### config.mk
export PLATFORM = sky130hd
export DESIGN_NAME = pst_timing
export DESIGN_NICKNAME = d
export VERILOG_FILES = /design/src/logic/pst_pkg.sv /design/src/logic/pst_buf2.sv /design/src/logic/pst_timing.sv
export SDC_FILE = /design/constraint.sdc
export NUM_CORES = 1
export LEC_CHECK = 0
export ABC_CLOCK_PERIOD_IN_PS = 5270
export BUFFER_PORTS_ARGS = -buffer_cell sky130_fd_sc_hd__buf_4
export CAP_MARGIN = 25
export CORE_MARGIN = 5
export CORE_UTILIZATION = 61
export CTS_CLUSTER_SIZE = 8
export DETAILED_ROUTE_END_ITERATION = 10
export PLACE_DENSITY = 0.84
export SLEW_MARGIN = 25
export SYNTH_ARGS = -nofsm -noshare
export SYNTH_HDL_FRONTEND = slang
export SYNTH_HIERARCHICAL = 1
export SYNTH_SLANG_ARGS = --single-unit
### constraint.sdc
create_clock -name sys_clk -period 5.27 [get_ports sys_clk]
set_input_delay 0.527 -clock sys_clk [delete_from_list [all_inputs] [get_ports sys_clk]]
set_output_delay 0.527 -clock sys_clk [all_outputs]
set_load 0.03 [all_outputs]
### src/logic/pst_pkg.sv
// Purpose: Shared constants and types for the passive panel sync timing block.
// Assumes: sys_clk is the system bus clock and runs at SYS_CLK_HZ.
// Notes:   Every count used by the timing logic is defined here once.
package pst_pkg;

	// Clock figures
	localparam int SYS_CLK_HZ     = 50_000_000;
	localparam int PCC_MAX_HZ     = 48_000_000;
	localparam int PCC_MIN_DIV    = (SYS_CLK_HZ + PCC_MAX_HZ - 1) / PCC_MAX_HZ;
	localparam int SHIFT_MIN_CYC  = 5;

	// Extra pixel periods added to each programmed interval
	localparam int LEND_EXTRA     = 1;
	localparam int LSYNC_EXTRA    = 1;
	localparam int LSTART_EXTRA   = 2;

	// Field widths
	localparam int PDIV_W         = 4;
	localparam int PCD_W          = 6;
	localparam int WAIT_W         = 8;
	localparam int CNT_W          = 10;
	localparam int TPIX_W         = 11;
	localparam int SP_W           = 15;
	localparam int STC_W          = 20;
	localparam int DATA_W         = 8;

	// Reset values
	localparam logic [DATA_W-1:0] DATA_RST = 8'h00;

	// Line sequencer states
	typedef enum logic [2:0] {
		PST_IDLE,
		PST_LEND,
		PST_LSYNC,
		PST_LSTART,
		PST_SHIFT
	} pst_state_t;

endpackage : pst_pkg

### src/logic/pst_buf2.sv
// Purpose: Two-entry buffer with valid and ready on both sides.
// Assumes: Single clock, asynchronous active-low reset.
// Notes:   Read data come from a register; full when both slots hold data.
`timescale 1ns/1ps
module pst_buf2 #(
	parameter int W = 8
) (
	input  wire logic         sys_clk,
	input  wire logic         resetn,
	input  wire logic [W-1:0] in_data,
	input  wire logic         in_valid,
	output logic              in_ready,
	output logic      [W-1:0] out_data,
	output logic              out_valid,
	input  wire logic         out_ready
);

	logic [W-1:0] slot_reg;
	logic         slot_v_reg;
	logic [W-1:0] head_reg;
	logic         head_v_reg;
	logic         push;
	logic         pop;

	// Handshakes
	assign in_ready  = !slot_v_reg;
	assign out_valid = head_v_reg;
	assign out_data  = head_reg;
	assign push      = in_valid && in_ready;
	assign pop       = head_v_reg && out_ready;

	// Head holds the oldest word, slot the second
	always_ff @(posedge sys_clk or negedge resetn) begin
		if (!resetn) begin
			head_reg   <= '0;
			head_v_reg <= 1'b0;
			slot_reg   <= '0;
			slot_v_reg <= 1'b0;
		end else begin
			if (!head_v_reg || pop) begin
				if (slot_v_reg) begin
					head_reg   <= slot_reg;
					head_v_reg <= 1'b1;
					slot_v_reg <= push;
					slot_reg   <= in_data;
				end else begin
					head_reg   <= in_data;
					head_v_reg <= push;
				end
			end else if (push) begin
				slot_reg   <= in_data;
				slot_v_reg <= 1'b1;
			end
		end
	end

endmodule : pst_buf2

### src/logic/pst_timing.sv
// Purpose: Line sync, frame sync and shift clock timing for a passive panel.
// Assumes: Settings are stable while enable is high; data arrive on sys_clk.
// Notes:   All pin outputs are registered and lag the sequencer by one cycle.
// Notes on behaviour
// - Line sync end to frame sync edge lasts line_start_wait plus 2 pixel periods.
// - Line sync stays active line_sync_width plus 1 pixel periods.
// - After the last shift clock wait line_end_wait plus 1 pixel periods.
// - First shift clock active edge within one shift period of frame sync.
// - Pixel period is controller clock period times divider plus 1.
// - Shift period is pixel period times the panel data bus width.
// - Frame sync, line sync and shift clock each have selectable polarity.
// - Shift clock must not exceed one fifth of the system clock.
// - Panel controller clock must not exceed 48 MHz.
`timescale 1ns/1ps
module pst_timing
	import pst_pkg::*;
(
	input  wire logic              sys_clk,
	input  wire logic              resetn,
	input  wire logic              enable,
	input  wire logic [PDIV_W-1:0] periph_div,
	input  wire logic [PCD_W-1:0]  pixel_clock_divider,
	input  wire logic [1:0]        bus_width_sel,
	input  wire logic [WAIT_W-1:0] line_end_wait,
	input  wire logic [WAIT_W-1:0] line_start_wait,
	input  wire logic [WAIT_W-1:0] line_sync_width,
	input  wire logic [CNT_W-1:0]  line_groups,
	input  wire logic [CNT_W-1:0]  frame_lines,
	input  wire logic              frame_pol_low,
	input  wire logic              line_pol_low,
	input  wire logic              shift_pol_low,
	input  wire logic [DATA_W-1:0] pix_data,
	input  wire logic              pix_valid,
	output logic                   pix_ready,
	output logic                   line_sync,
	output logic                   frame_sync,
	output logic                   shift_clk,
	output logic [DATA_W-1:0]      panel_data_bus,
	output logic                   cfg_err,
	output logic                   underrun,
	output logic                   busy
);

	pst_state_t        state_reg;
	pst_state_t        state_next;
	logic [TPIX_W-1:0] div_cnt_reg;
	logic [WAIT_W:0]   cnt_reg;
	logic [SP_W-1:0]   sc_reg;
	logic [CNT_W-1:0]  grp_reg;
	logic [CNT_W-1:0]  line_reg;
	logic              frame_act_reg;
	logic              frame_act_next;
	logic              line_sync_reg;
	logic              frame_sync_reg;
	logic              shift_clk_reg;
	logic [DATA_W-1:0] pd_reg;
	logic              underrun_reg;
	logic              cfg_err_reg;
	logic              busy_reg;
	logic [STC_W-1:0]  st_cyc_reg;

	logic [TPIX_W-1:0] tpix;
	logic [3:0]        bus_w;
	logic [SP_W-1:0]   sp;
	logic              bad_pcc;
	logic              bad_shift;
	logic              err_w;
	logic              pix_tick;
	logic [WAIT_W:0]   n_lend;
	logic [WAIT_W:0]   n_lsync;
	logic [WAIT_W:0]   n_lstart;
	logic [WAIT_W:0]   n_cur;
	logic              in_shift;
	logic              per_end;
	logic              line_done;
	logic              last_line;
	logic              step_done;
	logic              pop;
	logic              shift_act;
	logic [DATA_W-1:0] buf_data;
	logic              buf_valid;

	assign tpix  = (TPIX_W'(periph_div) + 11'h001) * (TPIX_W'(pixel_clock_divider) + 11'h001);
	// shift period, widened before the shift so no bit is lost
	assign bus_w = 4'h1 << bus_width_sel;
	assign sp    = SP_W'(tpix) << bus_width_sel;

	assign bad_pcc   = (({1'b0, periph_div} + 5'h01) < 5'(PCC_MIN_DIV));
	assign bad_shift = (sp < SP_W'(SHIFT_MIN_CYC));
	assign err_w     = bad_pcc || bad_shift;

	// Interval lengths in pixel periods
	assign n_lend   = {1'b0, line_end_wait} + 9'(LEND_EXTRA);
	assign n_lsync  = {1'b0, line_sync_width} + 9'(LSYNC_EXTRA);
	assign n_lstart = {1'b0, line_start_wait} + 9'(LSTART_EXTRA);
	assign n_cur    = (state_reg == PST_LEND)  ? n_lend :
	                  (state_reg == PST_LSYNC) ? n_lsync : n_lstart;

	// Sequencer decode
	assign pix_tick  = (div_cnt_reg >= tpix - 11'h001);
	assign in_shift  = (state_reg == PST_SHIFT);
	assign per_end   = in_shift && (sc_reg >= sp - 15'h0001);
	assign line_done = per_end && (grp_reg >= line_groups);
	assign last_line = (line_reg >= frame_lines);
	assign step_done = pix_tick && (cnt_reg >= n_cur - 9'h001);
	// data advance only at shift period start
	assign pop       = in_shift && (sc_reg == '0);
	// active half of each shift period
	assign shift_act = in_shift && (sc_reg >= (sp >> 1));

	// Next state
	always_comb begin
		state_next = state_reg;
		if (!enable || err_w) begin
			state_next = PST_IDLE;
		end else begin
			case (state_reg)
				PST_IDLE:   if (pix_tick) state_next = PST_LEND;
				PST_LEND:   if (step_done) state_next = PST_LSYNC;
				PST_LSYNC:  if (step_done) state_next = PST_LSTART;
				PST_LSTART: if (step_done) state_next = PST_SHIFT;
				PST_SHIFT:  if (line_done) state_next = PST_LEND;
				default:    state_next = PST_IDLE;
			endcase
		end
	end

	// frame sync edge at end of first line start wait
	assign frame_act_next = (state_reg == PST_LSTART && state_next == PST_SHIFT
	                         && line_reg == '0) ? 1'b1 :
	                        (state_next != PST_SHIFT) ? 1'b0 : frame_act_reg;

	// Sequencer state and frame marker
	always_ff @(posedge sys_clk or negedge resetn) begin
		if (!resetn) begin
			state_reg     <= PST_IDLE;
			frame_act_reg <= 1'b0;
		end else begin
			state_reg     <= state_next;
			frame_act_reg <= frame_act_next;
		end
	end

	always_ff @(posedge sys_clk or negedge resetn) begin
		if (!resetn) begin
			div_cnt_reg <= '0;
		end else begin
			div_cnt_reg <= pix_tick ? '0 : div_cnt_reg + 11'h001;
		end
	end

	// pixel periods spent in the current wait
	always_ff @(posedge sys_clk or negedge resetn) begin
		if (!resetn) begin
			cnt_reg <= '0;
		end else if (state_next != state_reg) begin
			cnt_reg <= '0;
		end else if (pix_tick) begin
			cnt_reg <= cnt_reg + 9'h001;
		end
	end

	// position within the shift period and the line
	always_ff @(posedge sys_clk or negedge resetn) begin
		if (!resetn) begin
			sc_reg  <= '0;
			grp_reg <= '0;
		end else if (!in_shift || state_next != PST_SHIFT) begin
			sc_reg  <= '0;
			grp_reg <= '0;
		end else if (per_end) begin
			sc_reg  <= '0;
			grp_reg <= grp_reg + 10'h001;
		end else begin
			sc_reg  <= sc_reg + 15'h0001;
		end
	end

	// Line counter wraps at the end of the frame
	always_ff @(posedge sys_clk or negedge resetn) begin
		if (!resetn) begin
			line_reg <= '0;
		end else if (state_next == PST_IDLE) begin
			line_reg <= '0;
		end else if (line_done) begin
			line_reg <= last_line ? '0 : line_reg + 10'h001;
		end
	end

	always_ff @(posedge sys_clk or negedge resetn) begin
		if (!resetn) begin
			line_sync_reg  <= 1'b0;
			frame_sync_reg <= 1'b0;
			shift_clk_reg  <= 1'b0;
		end else begin
			line_sync_reg  <= (state_reg == PST_LSYNC) ^ line_pol_low;
			frame_sync_reg <= frame_act_reg ^ frame_pol_low;
			shift_clk_reg  <= shift_act ^ shift_pol_low;
		end
	end

	// data group taken at each shift period start
	always_ff @(posedge sys_clk or negedge resetn) begin
		if (!resetn) begin
			pd_reg       <= DATA_RST;
			underrun_reg <= 1'b0;
		end else begin
			underrun_reg <= pop && !buf_valid;
			if (pop) begin
				pd_reg <= buf_valid ? buf_data : DATA_RST;
			end
		end
	end

	// Status flags
	always_ff @(posedge sys_clk or negedge resetn) begin
		if (!resetn) begin
			cfg_err_reg <= 1'b0;
			busy_reg    <= 1'b0;
		end else begin
			cfg_err_reg <= err_w;
			busy_reg    <= (state_reg != PST_IDLE);
		end
	end

	// Cycles spent in the current state, for checking only
	always_ff @(posedge sys_clk or negedge resetn) begin
		if (!resetn) begin
			st_cyc_reg <= '0;
		end else begin
			st_cyc_reg <= (state_next != state_reg) ? '0 : st_cyc_reg + 20'h00001;
		end
	end

	// Two-entry buffer in the data path
	pst_buf2 #(
		.W (DATA_W)
	) u_buf (
		.sys_clk   (sys_clk),
		.resetn    (resetn),
		.in_data   (pix_data),
		.in_valid  (pix_valid),
		.in_ready  (pix_ready),
		.out_data  (buf_data),
		.out_valid (buf_valid),
		.out_ready (pop)
	);

	// Pin outputs
	assign line_sync      = line_sync_reg;
	assign frame_sync     = frame_sync_reg;
	assign shift_clk      = shift_clk_reg;
	assign panel_data_bus = pd_reg;
	assign cfg_err        = cfg_err_reg;
	assign underrun       = underrun_reg;
	assign busy           = busy_reg;
endmodule : pst_timing

==> metrics.txt, run 1 <==
synth warn 6; first-pass GRT wire length 38400 µm; worst vdd ir 0.000192 V; vias in the first global route 8266; die area 17100 µm²; final wirelength 24800 µm; root buf cell clkbuf_16; ranking of synthesized cells by area dfrtp_1 26%, ha_1 14%, xnor2_1 6.2%, nor2_1 4.3%, xor2_1 3.6%; initial antenna violation count 0; min-delay worst type in2async; post-synth design cell area 8890 µm²; total power 3.54 mW; minimum clock period 6960 ps; via count 8699; post-placement setup slack -1820 ps; WP data arrival 7220 ps; Layout area overhead 29.8%; largest net degree at the start of global routing 72; antenna-violating nets left 0; Critical Path Start Type primary input; final hold violation count 0; Tcrit/Tclk final 1.32; EDFF count, synth 0; Placer Congestion 0.918; later-pin clock latency in the skew report 340 ps; ys async rst share 1.00; PD cells 307 nW/µm²; register clock-pin slew on the reported worst setup and hold paths 60 ps; hold buffer count at CTS 0; number of diodes 0; Slew Viols, Final 0; leak pwr 5.35 nW; Final Non-Filler Cells 1414; Placement Cell Area 10600 µm²; post-synth top area share 0.256; H-tree levels 3; share of layout cells above drive strength 1 0.292; CTS sink count 91; router iterations before antenna repair 6; Clock Skew 7.61 ps; Routed WL per cell 17.6 µm; cell taking the most area after synthesis dfrtp_1; Max clock buf depth 2; die span in y 131 µm; Final setup viols 60; fill cell count 863; core footprint 14400 µm²; Core Util, Final 0.800; Worst Setup Slack, final -1690 ps; DR iter-0 viols 712; outcome finished with violations; Overall Global Routing Usage 0.276; Final Instance Area 11500 µm²; number of flip-flops in the largest register 15; internal reg-to-reg setup slack 720 ps; total grt overflow 0; failing checks negative setup slack; WP data required 5520 ps; crit path capture type flop; synthesized flop and latch total 91; via density per instance 6.15; Initial Util 0.617; RSZ-0062 raised after global routing true; Distinct cells, synth 91; CTS buffer count 9; Max Cap Viol 0; Core Rows 44; boundary pin count 86; worst-path fanout max 7; HPWL Detailed 16900 µm; WS Path Type in2reg; sequential area share after synthesis 0.256; CTS tree done; chip width 131 µm; # DRC 0; Synth Flop Type dfrtp_1; worst rel slew slack 0.412; worst-margin pin slew 882 ps; NumNets Final 1410; Syn Area/Cell 8.64 µm²; placed cells 1376; Max Clk Rate 144 MHz; Synth Instances 1029; IO buf count 85; syn_nets 1214
## worst max-delay path, cell delays in order
cell	delay (ps)
buf_4	100
nand3_2	150
xnor2_1	360
nand2_1	140
fa_1	530
fa_1	430
fa_1	510
inv_2	50
ha_4	170
a211oi_4	340
o21ai_2	140
a221oi_2	410
o2111ai_2	210
a2111oi_4	450
nand3_2	210
nor3_1	360
xor2_1	210
ha_1	250
o21a_1	190
o21ai_2	70
a32o_2	240
a211o_4	280
or2_4	270
or3b_1	390
a211oi_2	220
## power by group
group          internal, mW  leakage (nW)  switching (mW)
clock network         0.326         0.133           0.291
logic                  1.02          4.01            1.08
registers             0.759          1.20          0.0686
## Yosys cell counts (5+ instances only)
library cell,count
xor2_1,37
nor2_1,102
a21o_1,9
mux2i_1,20
a211oi_1,15
inv_1,66
o211ai_1,9
or3_1,6
nand2b_1,12
nand3_1,63
xnor2_1,63
and2_1,16
or2_2,5
nor4_1,5
nor2b_1,13
or3b_1,7
buf_2,10
nand4_1,13
ha_1,100
and3_1,15
o21a_1,7
nor3_1,32
a21oi_1,32
o21ai_0,42
nand2_1,85
a21oi_2,9
fa_1,14
a22oi_1,8
a31oi_1,10
dfrtp_1,91
clkbuf_1,16
## layout make-up
type,instances,area [µm²],area share
multi-input cells,837,6720,0.582
flip-flops and latches,91,2280,0.197
repair buffers,219,1780,0.154
inverters,67,251,0.0218
well taps,184,230,0.0200
clock buffers,9,225,0.0195
clock inverters,7,58.8,0.00510
## per-stage QoR
step,hold slack [ps],TNS (ps)
2_1_floorplan,231,-55610
3_3_place_gp,429,-75560
3_5_place_dp,429,-90790
4_1_cts,67.9,-50750
5_1_grt,81.7,-89660
6_report,62.2,-77870
## routing by layer
metal  up-vias  global-route usage  share of wire
li1       4064                   -              -
met1      4158               0.336           0.40
met2       360               0.487           0.50
met3       117              0.0333          0.057
met4         0               0.127          0.050
met5         -                   0              0
## final timing paths
| check | startpoint | endpoint | cells past startpoint |
|---|---|---|---|
| setup / recovery | periph_div[2] | line_reg[6]$_DFFE_PN0P_ | 25 |
| hold reg to reg | frame_act_reg$_DFFE_PN0P_ | frame_sync$_DFF_PN0_ | 1 |
| setup reg to reg | state_reg[2]$_DFF_PN0_ | cnt_reg[7]$_DFFE_PN0P_ | 17 |
| min in group sys_clk | shift_pol_low | shift_clk$_DFF_PN0_ | 2 |
| hold / removal | resetn | div_cnt_reg[4]$_DFF_PN0_ | 1 |
| max in group asynchronous | resetn | sc_reg[3]$_DFF_PN0_ | 2 |
## cell usage in the layout (no fill, tap or decap), types with 7 or more instances in the layout
cell and instances:
a21oi_1 30, dfrtp_1 91, xor2_1 33, buf_6 15, nor2_1 92, o211ai_1 9
xnor2_1 55, a21oi_2 11, and3_1 13, mux2i_1 20, nand3_1 57, nor2b_1 13
a211oi_1 10, and2_1 12, o21a_1 7, xnor2_2 7, ha_1 89, nand2_1 84
buf_4 196, fa_1 12, a31oi_1 10, nand4_1 13, a22oi_1 8, nand2b_1 10
ha_4 11, o21ai_0 40, a211oi_2 7, clkbuf_16 9, nor3_1 26, a21o_1 9
inv_1 60, nor2_2 9
## logic make-up after synthesis
group | after synthesis | share of synthesized area
AND/OR/NAND/NOR | 397 | 0.226
AO/OA/AOI/OAI | 200 | 0.164
adder cells (fa/ha/maj) | 114 | 0.172
XOR/XNOR | 101 | 0.101
buffers and inverters | 101 | 0.0501
flip-flops | 91 | 0.256
multiplexers | 25 | 0.0301
## timing repair
action                                  CTS  global route
pin swaps                                55            34
endpoints found under the setup margin   60            60
buffers inserted                         12            14
gates cloned                              0             0
gates resized for setup                  56            45
Power figures use the tool's default switching activity.
==> run 2: changes to the inputs <==
--- a/config.mk
+++ b/config.mk
@@ -5,6 +5,7 @@
 export SDC_FILE = /design/constraint.sdc
 export NUM_CORES = 1
 export LEC_CHECK = 0
+export ABC_AREA = 1
 export ABC_CLOCK_PERIOD_IN_PS = 5270
 export BUFFER_PORTS_ARGS = -buffer_cell sky130_fd_sc_hd__buf_4
 export CAP_MARGIN = 25
==> metrics.txt, run 2 <==
outcome finished with violations; failing checks negative setup slack; Clock Skew 9.93 ps; Logic pwr share 0.584; IO buf count 85; die span in y 130 µm; antenna-violating nets left 0; Distinct cells, synth 52; CP dominant cell by count buf_4; DR iter-0 viols 588; boundary pin count 86; chip width 130 µm; Initial Util 0.615; vias in the first global route 9014; via density per instance 5.64; # DRC 0; WP data required 5550 ps; CTS sink count 91; register clock-pin slew on the reported worst setup and hold paths 70 ps; synthesized flop and latch total 91; Final setup viols 48; router iterations before antenna repair 5; NumNets Final 1623; HPWL Detailed 17600 µm; final setup TNS -33660 ps; Final Non-Filler Cells 1627; root buf cell clkbuf_16; final hold violation count 0; Seq pwr share 0.230; minimum clock period 6070 ps; commonest non-fill, non-tap cells in the layout 257 x nand2_1, 200 x buf_4, 173 x inv_1; final wirelength 25700 µm; worst r2r src state_reg[0]$_DFF_PN0_; crit path capture type flop; synth warn 6; PD cells 297 nW/µm²; number of diodes 0; Slew Viols, Final 0; WP data arrival 6350 ps; Sw Ratio 0.425; number of flip-flops in the largest register 15; post-synth top area share 0.258; Synth top cells by count 276 x nand2_1, 186 x inv_1, 125 x nor2_1; most frequent cell after synthesis nand2_1; Max clock buf depth 2; commonest non-fill, non-tap cell in the layout nand2_1; total grt overflow 0; clock network fraction of total power 0.185; Synth Instances 1217; Core Rows 44; H-tree levels 3; leak pwr 5.96 nW; worst rel slew slack 0.394; internal reg-to-reg setup slack 640 ps; via count 9180; WS Path Type in2reg; max incr delay on CP 570 ps; post-placement setup slack -1150 ps; hold buffer count at CTS 0; Max Cap Viol 0; multi-input logic area 6370 µm²; Net Sw Power 1.48 mW; largest net degree at the start of global routing 65; Synth Flop Type dfrtp_1; EDFF count, synth 0; Overall Global Routing Usage 0.291; RR Endpoint line_reg[9]$_DFFE_PN0P_; worst-path fanout max 6; initial antenna violation count 0; CTS buffer count 9; first-pass GRT wire length 40200 µm; RSZ-0062 raised after global routing true; sequential cell area 2280 µm²; CTS tree done; later-pin clock latency in the skew report 350 ps; Layout area overhead 32.3%; Tcrit/Tclk final 1.15; Placer Congestion 0.933; cell taking the most area after synthesis dfrtp_1; Critical Path Start Type primary input; Syn Area/Cell 7.26 µm²; sequential area share after synthesis 0.258; Pint 2.00 mW; syn_nets 1402; min-delay worst type in2async; share of layout cells above drive strength 1 0.280; ys async rst share 1.00; Max Clk Rate 165 MHz; core footprint 14400 µm²; Reg2Reg Depth 27; fill cell count 842; die area 17000 µm²; worst-margin pin slew 901 ps; Worst Setup Slack, final -800 ps; worst vdd ir 0.000295 V; Critical Path Slowest Stage Cell fa_1; ranking of synthesized cells by area dfrtp_1 26%, ha_1 14%, nand2_1 12%, inv_1 7.9%, nor2_1 5.3%; Routed WL per cell 15.8 µm; post-synth design cell area 8830 µm²; placed cells 1588
[run 2: cell count changes after synthesis, moves of 19 or more]
cell,change
nand3_1,+27
xnor2_1,-46
inv_1,+120
nand2_1,+191
mux2i_1,-19
nor2_1,+23
[run 2: final cells by class]
| cell class | count | share of cell area |
|---|---|---|
| inverter | 195 | 0.0631 |
| multi-input combinational | 923 | 0.545 |
| clock buffer | 9 | 0.0193 |
| timing repair buffer | 218 | 0.151 |
| sequential | 91 | 0.195 |
| tap | 184 | 0.0197 |
| clock inverter | 7 | 0.00632 |
[run 2: per-stage QoR]
step / util / power (mW) / hold WS [ps] / cell area [µm²]
finish: 0.813 / 3.48 / 79.9 / 11700
global route: 0.813 / 3.69 / 95.3 / 11700
CTS: 0.786 / 3.22 / 81.3 / 11300
detailed placement: 0.747 / 2.48 / 452 / 10700
global placement: 0.747 / 2.42 / 448 / 10700
floorplan: - / 1.87 / 231 / 9050
[run 2: power by group through the flow]
| stage | Sequential, mW | Clock (mW) | Combinational (mW) |
|---|---|---|---|
| detailed placement | 0.808 | 0 | 1.67 |
| CTS | 0.796 | 0.649 | 1.77 |
| global route | 0.805 | 0.677 | 2.21 |
| floorplan | 0.803 | 0 | 1.07 |
| global placement | 0.806 | 0 | 1.61 |
| finish | 0.800 | 0.644 | 2.03 |
[run 2: kinds of logic (layout without fill, tap and decap cells)]
family,count (synthesis),in the layout,share of synthesized area
simple gates,620,622,0.330
compound gates,118,118,0.0786
buf+inv,205,429,0.0911
mux,1,1,0.00113
fa+ha+maj,114,114,0.173
flops,91,91,0.258
xor+xnor,68,68,0.0683
[run 2: worst max path at each step]
| stage | from | end |
|---|---|---|
| 4_1_cts | pixel_clock_divider[0] | cnt_reg[0]$_DFFE_PN0P_ |
| 5_1_grt | periph_div[0] | cnt_reg[4]$_DFFE_PN0P_ |
| 2_1_floorplan | periph_div[1] | cnt_reg[0]$_DFFE_PN0P_ |
| 3_3_place_gp | pixel_clock_divider[0] | grp_reg[8]$_DFFE_PN0P_ |
| 6_report | periph_div[0] | cnt_reg[4]$_DFFE_PN0P_ |
| 3_5_place_dp | pixel_clock_divider[0] | cnt_reg[0]$_DFFE_PN0P_ |
[run 2: timing repair]
action | 4_1_cts | 5_1_grt
setup endpoints to repair | 48 | 60
gates cloned | 1 | 2
buffers inserted | 11 | 9
gates resized for setup | 39 | 65
pin swaps | 13 | 19
[run 2: worst max-delay path, delay by kind of cell]
kind / cells / cell delay (ps)
AOI/OAI and AO/OA: 2 / 260
xor gates and xnor gates: 3 / 470
adders and majority gates: 6 / 2250
buffers and inverters: 8 / 890
and+or+nand+nor: 15 / 1950
[run 2: layer usage]
layer	vias to the layer above	global-route usage	share of wire
met5	-	0	0
li1	4408	-	-
met1	4263	0.343	0.38
met2	397	0.518	0.51
met4	0	0.127	0.044
met3	112	0.0516	0.058
==> run 3: changes to the inputs <==
--- a/config.mk
+++ b/config.mk
@@ -5,15 +5,15 @@
 export SDC_FILE = /design/constraint.sdc
 export NUM_CORES = 1
 export LEC_CHECK = 0
-export ABC_AREA = 1
 export ABC_CLOCK_PERIOD_IN_PS = 5270
 export BUFFER_PORTS_ARGS = -buffer_cell sky130_fd_sc_hd__buf_4
 export CAP_MARGIN = 25
 export CORE_MARGIN = 5
-export CORE_UTILIZATION = 61
+export CORE_UTILIZATION = 63
+export CTS_BUF_LIST = sky130_fd_sc_hd__clkbuf_8
 export CTS_CLUSTER_SIZE = 8
 export DETAILED_ROUTE_END_ITERATION = 10
-export PLACE_DENSITY = 0.84
+export PLACE_DENSITY = 0.86
 export SLEW_MARGIN = 25
 export SYNTH_ARGS = -nofsm -noshare
 export SYNTH_HDL_FRONTEND = slang
==> metrics.txt, run 3 (synthesized netlist as in run 1, its figures left out) <==
HPWL Detailed 17700 µm; Net Sw Power 1.54 mW; Logic pwr share 0.625; Sw Ratio 0.440; H-tree levels 3; Routed WL per cell 19.7 µm; DR iter-0 viols 1020; # DRC 0; Max Clk Rate 144 MHz; RSZ-0062 raised after global routing true; post-placement setup slack -1950 ps; worst r2r src state_reg[2]$_DFF_PN0_; number of flip-flops in the largest register 15; WP data arrival 7240 ps; Max Cap Viol 0; Slew Viols, Final 0; placed cells 1376; via density per instance 6.48; leak pwr 5.36 nW; router iterations before antenna repair 7; CTS sink count 91; worst vdd ir 0.000188 V; clock network fraction of total power 0.138; die span in y 129 µm; min-delay worst type in2async; multi-input logic area 6670 µm²; WS Path Type in2reg; total grt overflow 0; share of layout cells above drive strength 1 0.282; Final Non-Filler Cells 1413; PD cells 305 nW/µm²; Reg2Reg Depth 17; hold buffer count at CTS 0; fill cell count 737; Initial Util 0.641; root buf cell clkbuf_8; Critical Path Start Type primary input; commonest non-fill, non-tap cells in the layout 199 x buf_4, 93 x nor2_1, 92 x ha_1; largest net degree at the start of global routing 74; Setup crit start periph_div[0]; die area 16600 µm²; later-pin clock latency in the skew report 390 ps; IO buf count 85; outcome finished with violations; final setup TNS -82820 ps; worst rel slew slack 0.382; worst-path fanout max 8; sequential cell area 2280 µm²; worst-margin pin slew 927 ps; chip width 129 µm; Placer Congestion 0.992; crit path capture type flop; Clock Skew 15.4 ps; first-pass GRT wire length 42500 µm; CTS tree done; Max clock buf depth 2; number of diodes 0; failing checks negative setup slack; initial antenna violation count 0; NumNets Final 1413; via count 9157; final hold violation count 0; Seq pwr share 0.237; Worst Setup Slack, final -1680 ps; Core Rows 43; minimum clock period 6950 ps; Pint 1.96 mW; vias in the first global route 9020; boundary pin count 86; final wirelength 27800 µm; Overall Global Routing Usage 0.313; Hold WS 3.60 ps; register clock-pin slew on the reported worst setup and hold paths 100 ps; antenna-violating nets left 0; Layout area overhead 28.8%; Tcrit/Tclk final 1.32; commonest non-fill, non-tap cell in the layout buf_4; core footprint 13900 µm²; CTS buffer count 9; WP data required 5560 ps; Final setup viols 60
-- run 3: final timing paths --
| check | slack (ps) | end |
|---|---|---|
| setup / recovery | -1680 | line_reg[4]$_DFFE_PN0P_ |
| hold / removal | 4 | div_cnt_reg[8]$_DFF_PN0_ |
| setup reg to reg | 700 | cnt_reg[8]$_DFFE_PN0P_ |
| hold reg to reg | 470 | frame_sync$_DFF_PN0_ |
| max in group asynchronous | 4070 | sc_reg[10]$_DFF_PN0_ |
| min in group sys_clk | 320 | frame_sync$_DFF_PN0_ |
-- run 3: layout make-up --
type	count	share of cell area
clock buffers	9	0.0108
clock inverters	7	0.00688
inverters	67	0.0220
multi-input cells	837	0.582
flip-flops and latches	91	0.199
well taps	180	0.0197
repair buffers	222	0.159
-- run 3: power groups by stage --
stage / sequential (mW) / clock [mW] / combinational (mW)
after floorplan: 0.825 / 0 / 1.16
after global placement: 0.833 / 0 / 1.75
after detailed placement: 0.835 / 0 / 1.81
after CTS: 0.824 / 0.481 / 1.96
after global routing: 0.839 / 0.514 / 2.32
final: 0.829 / 0.481 / 2.19
-- run 3: critical path: stages --
cell	delay, ps
buf_8	110
ha_4	200
xor2_4	310
and2_4	210
fa_1	410
inv_1	80
fa_1	420
fa_1	510
inv_2	60
ha_4	310
o211ai_1	160
buf_4	180
o211ai_1	250
a22o_1	250
a21boi_2	110
a2111oi_4	410
nand3_2	220
nor4b_4	320
xor2_1	120
ha_1	380
o21a_1	170
o21ai_2	60
a32o_2	260
a211o_4	290
or2_4	270
or3b_1	380
a211oi_1	210
-- run 3: per-layer routing --
metal,vias up,GRT usage,routed length (µm)
met1,4317,0.376,10500
met4,0,0.139,1610
li1,4067,-,-
met5,-,0,0
met2,599,0.545,13200
met3,174,0.0585,2480
-- run 3: metrics by stage --
step	instance area [µm²]	power [mW]	utilization
after floorplan	9060	1.98	-
after global placement	10700	2.58	0.768
after detailed placement	10700	2.65	0.768
after CTS	11300	3.27	0.815
after global routing	11500	3.68	0.825
final	11500	3.50	0.825
-- run 3: timing repair --
| item | CTS | global route |
|---|---|---|
| pin swaps | 30 | 8 |
| gates resized for setup | 62 | 24 |
| setup endpoints to repair | 60 | 60 |
| endpoints found under the hold margin | 0 | 0 |
| buffers inserted | 19 | 3 |
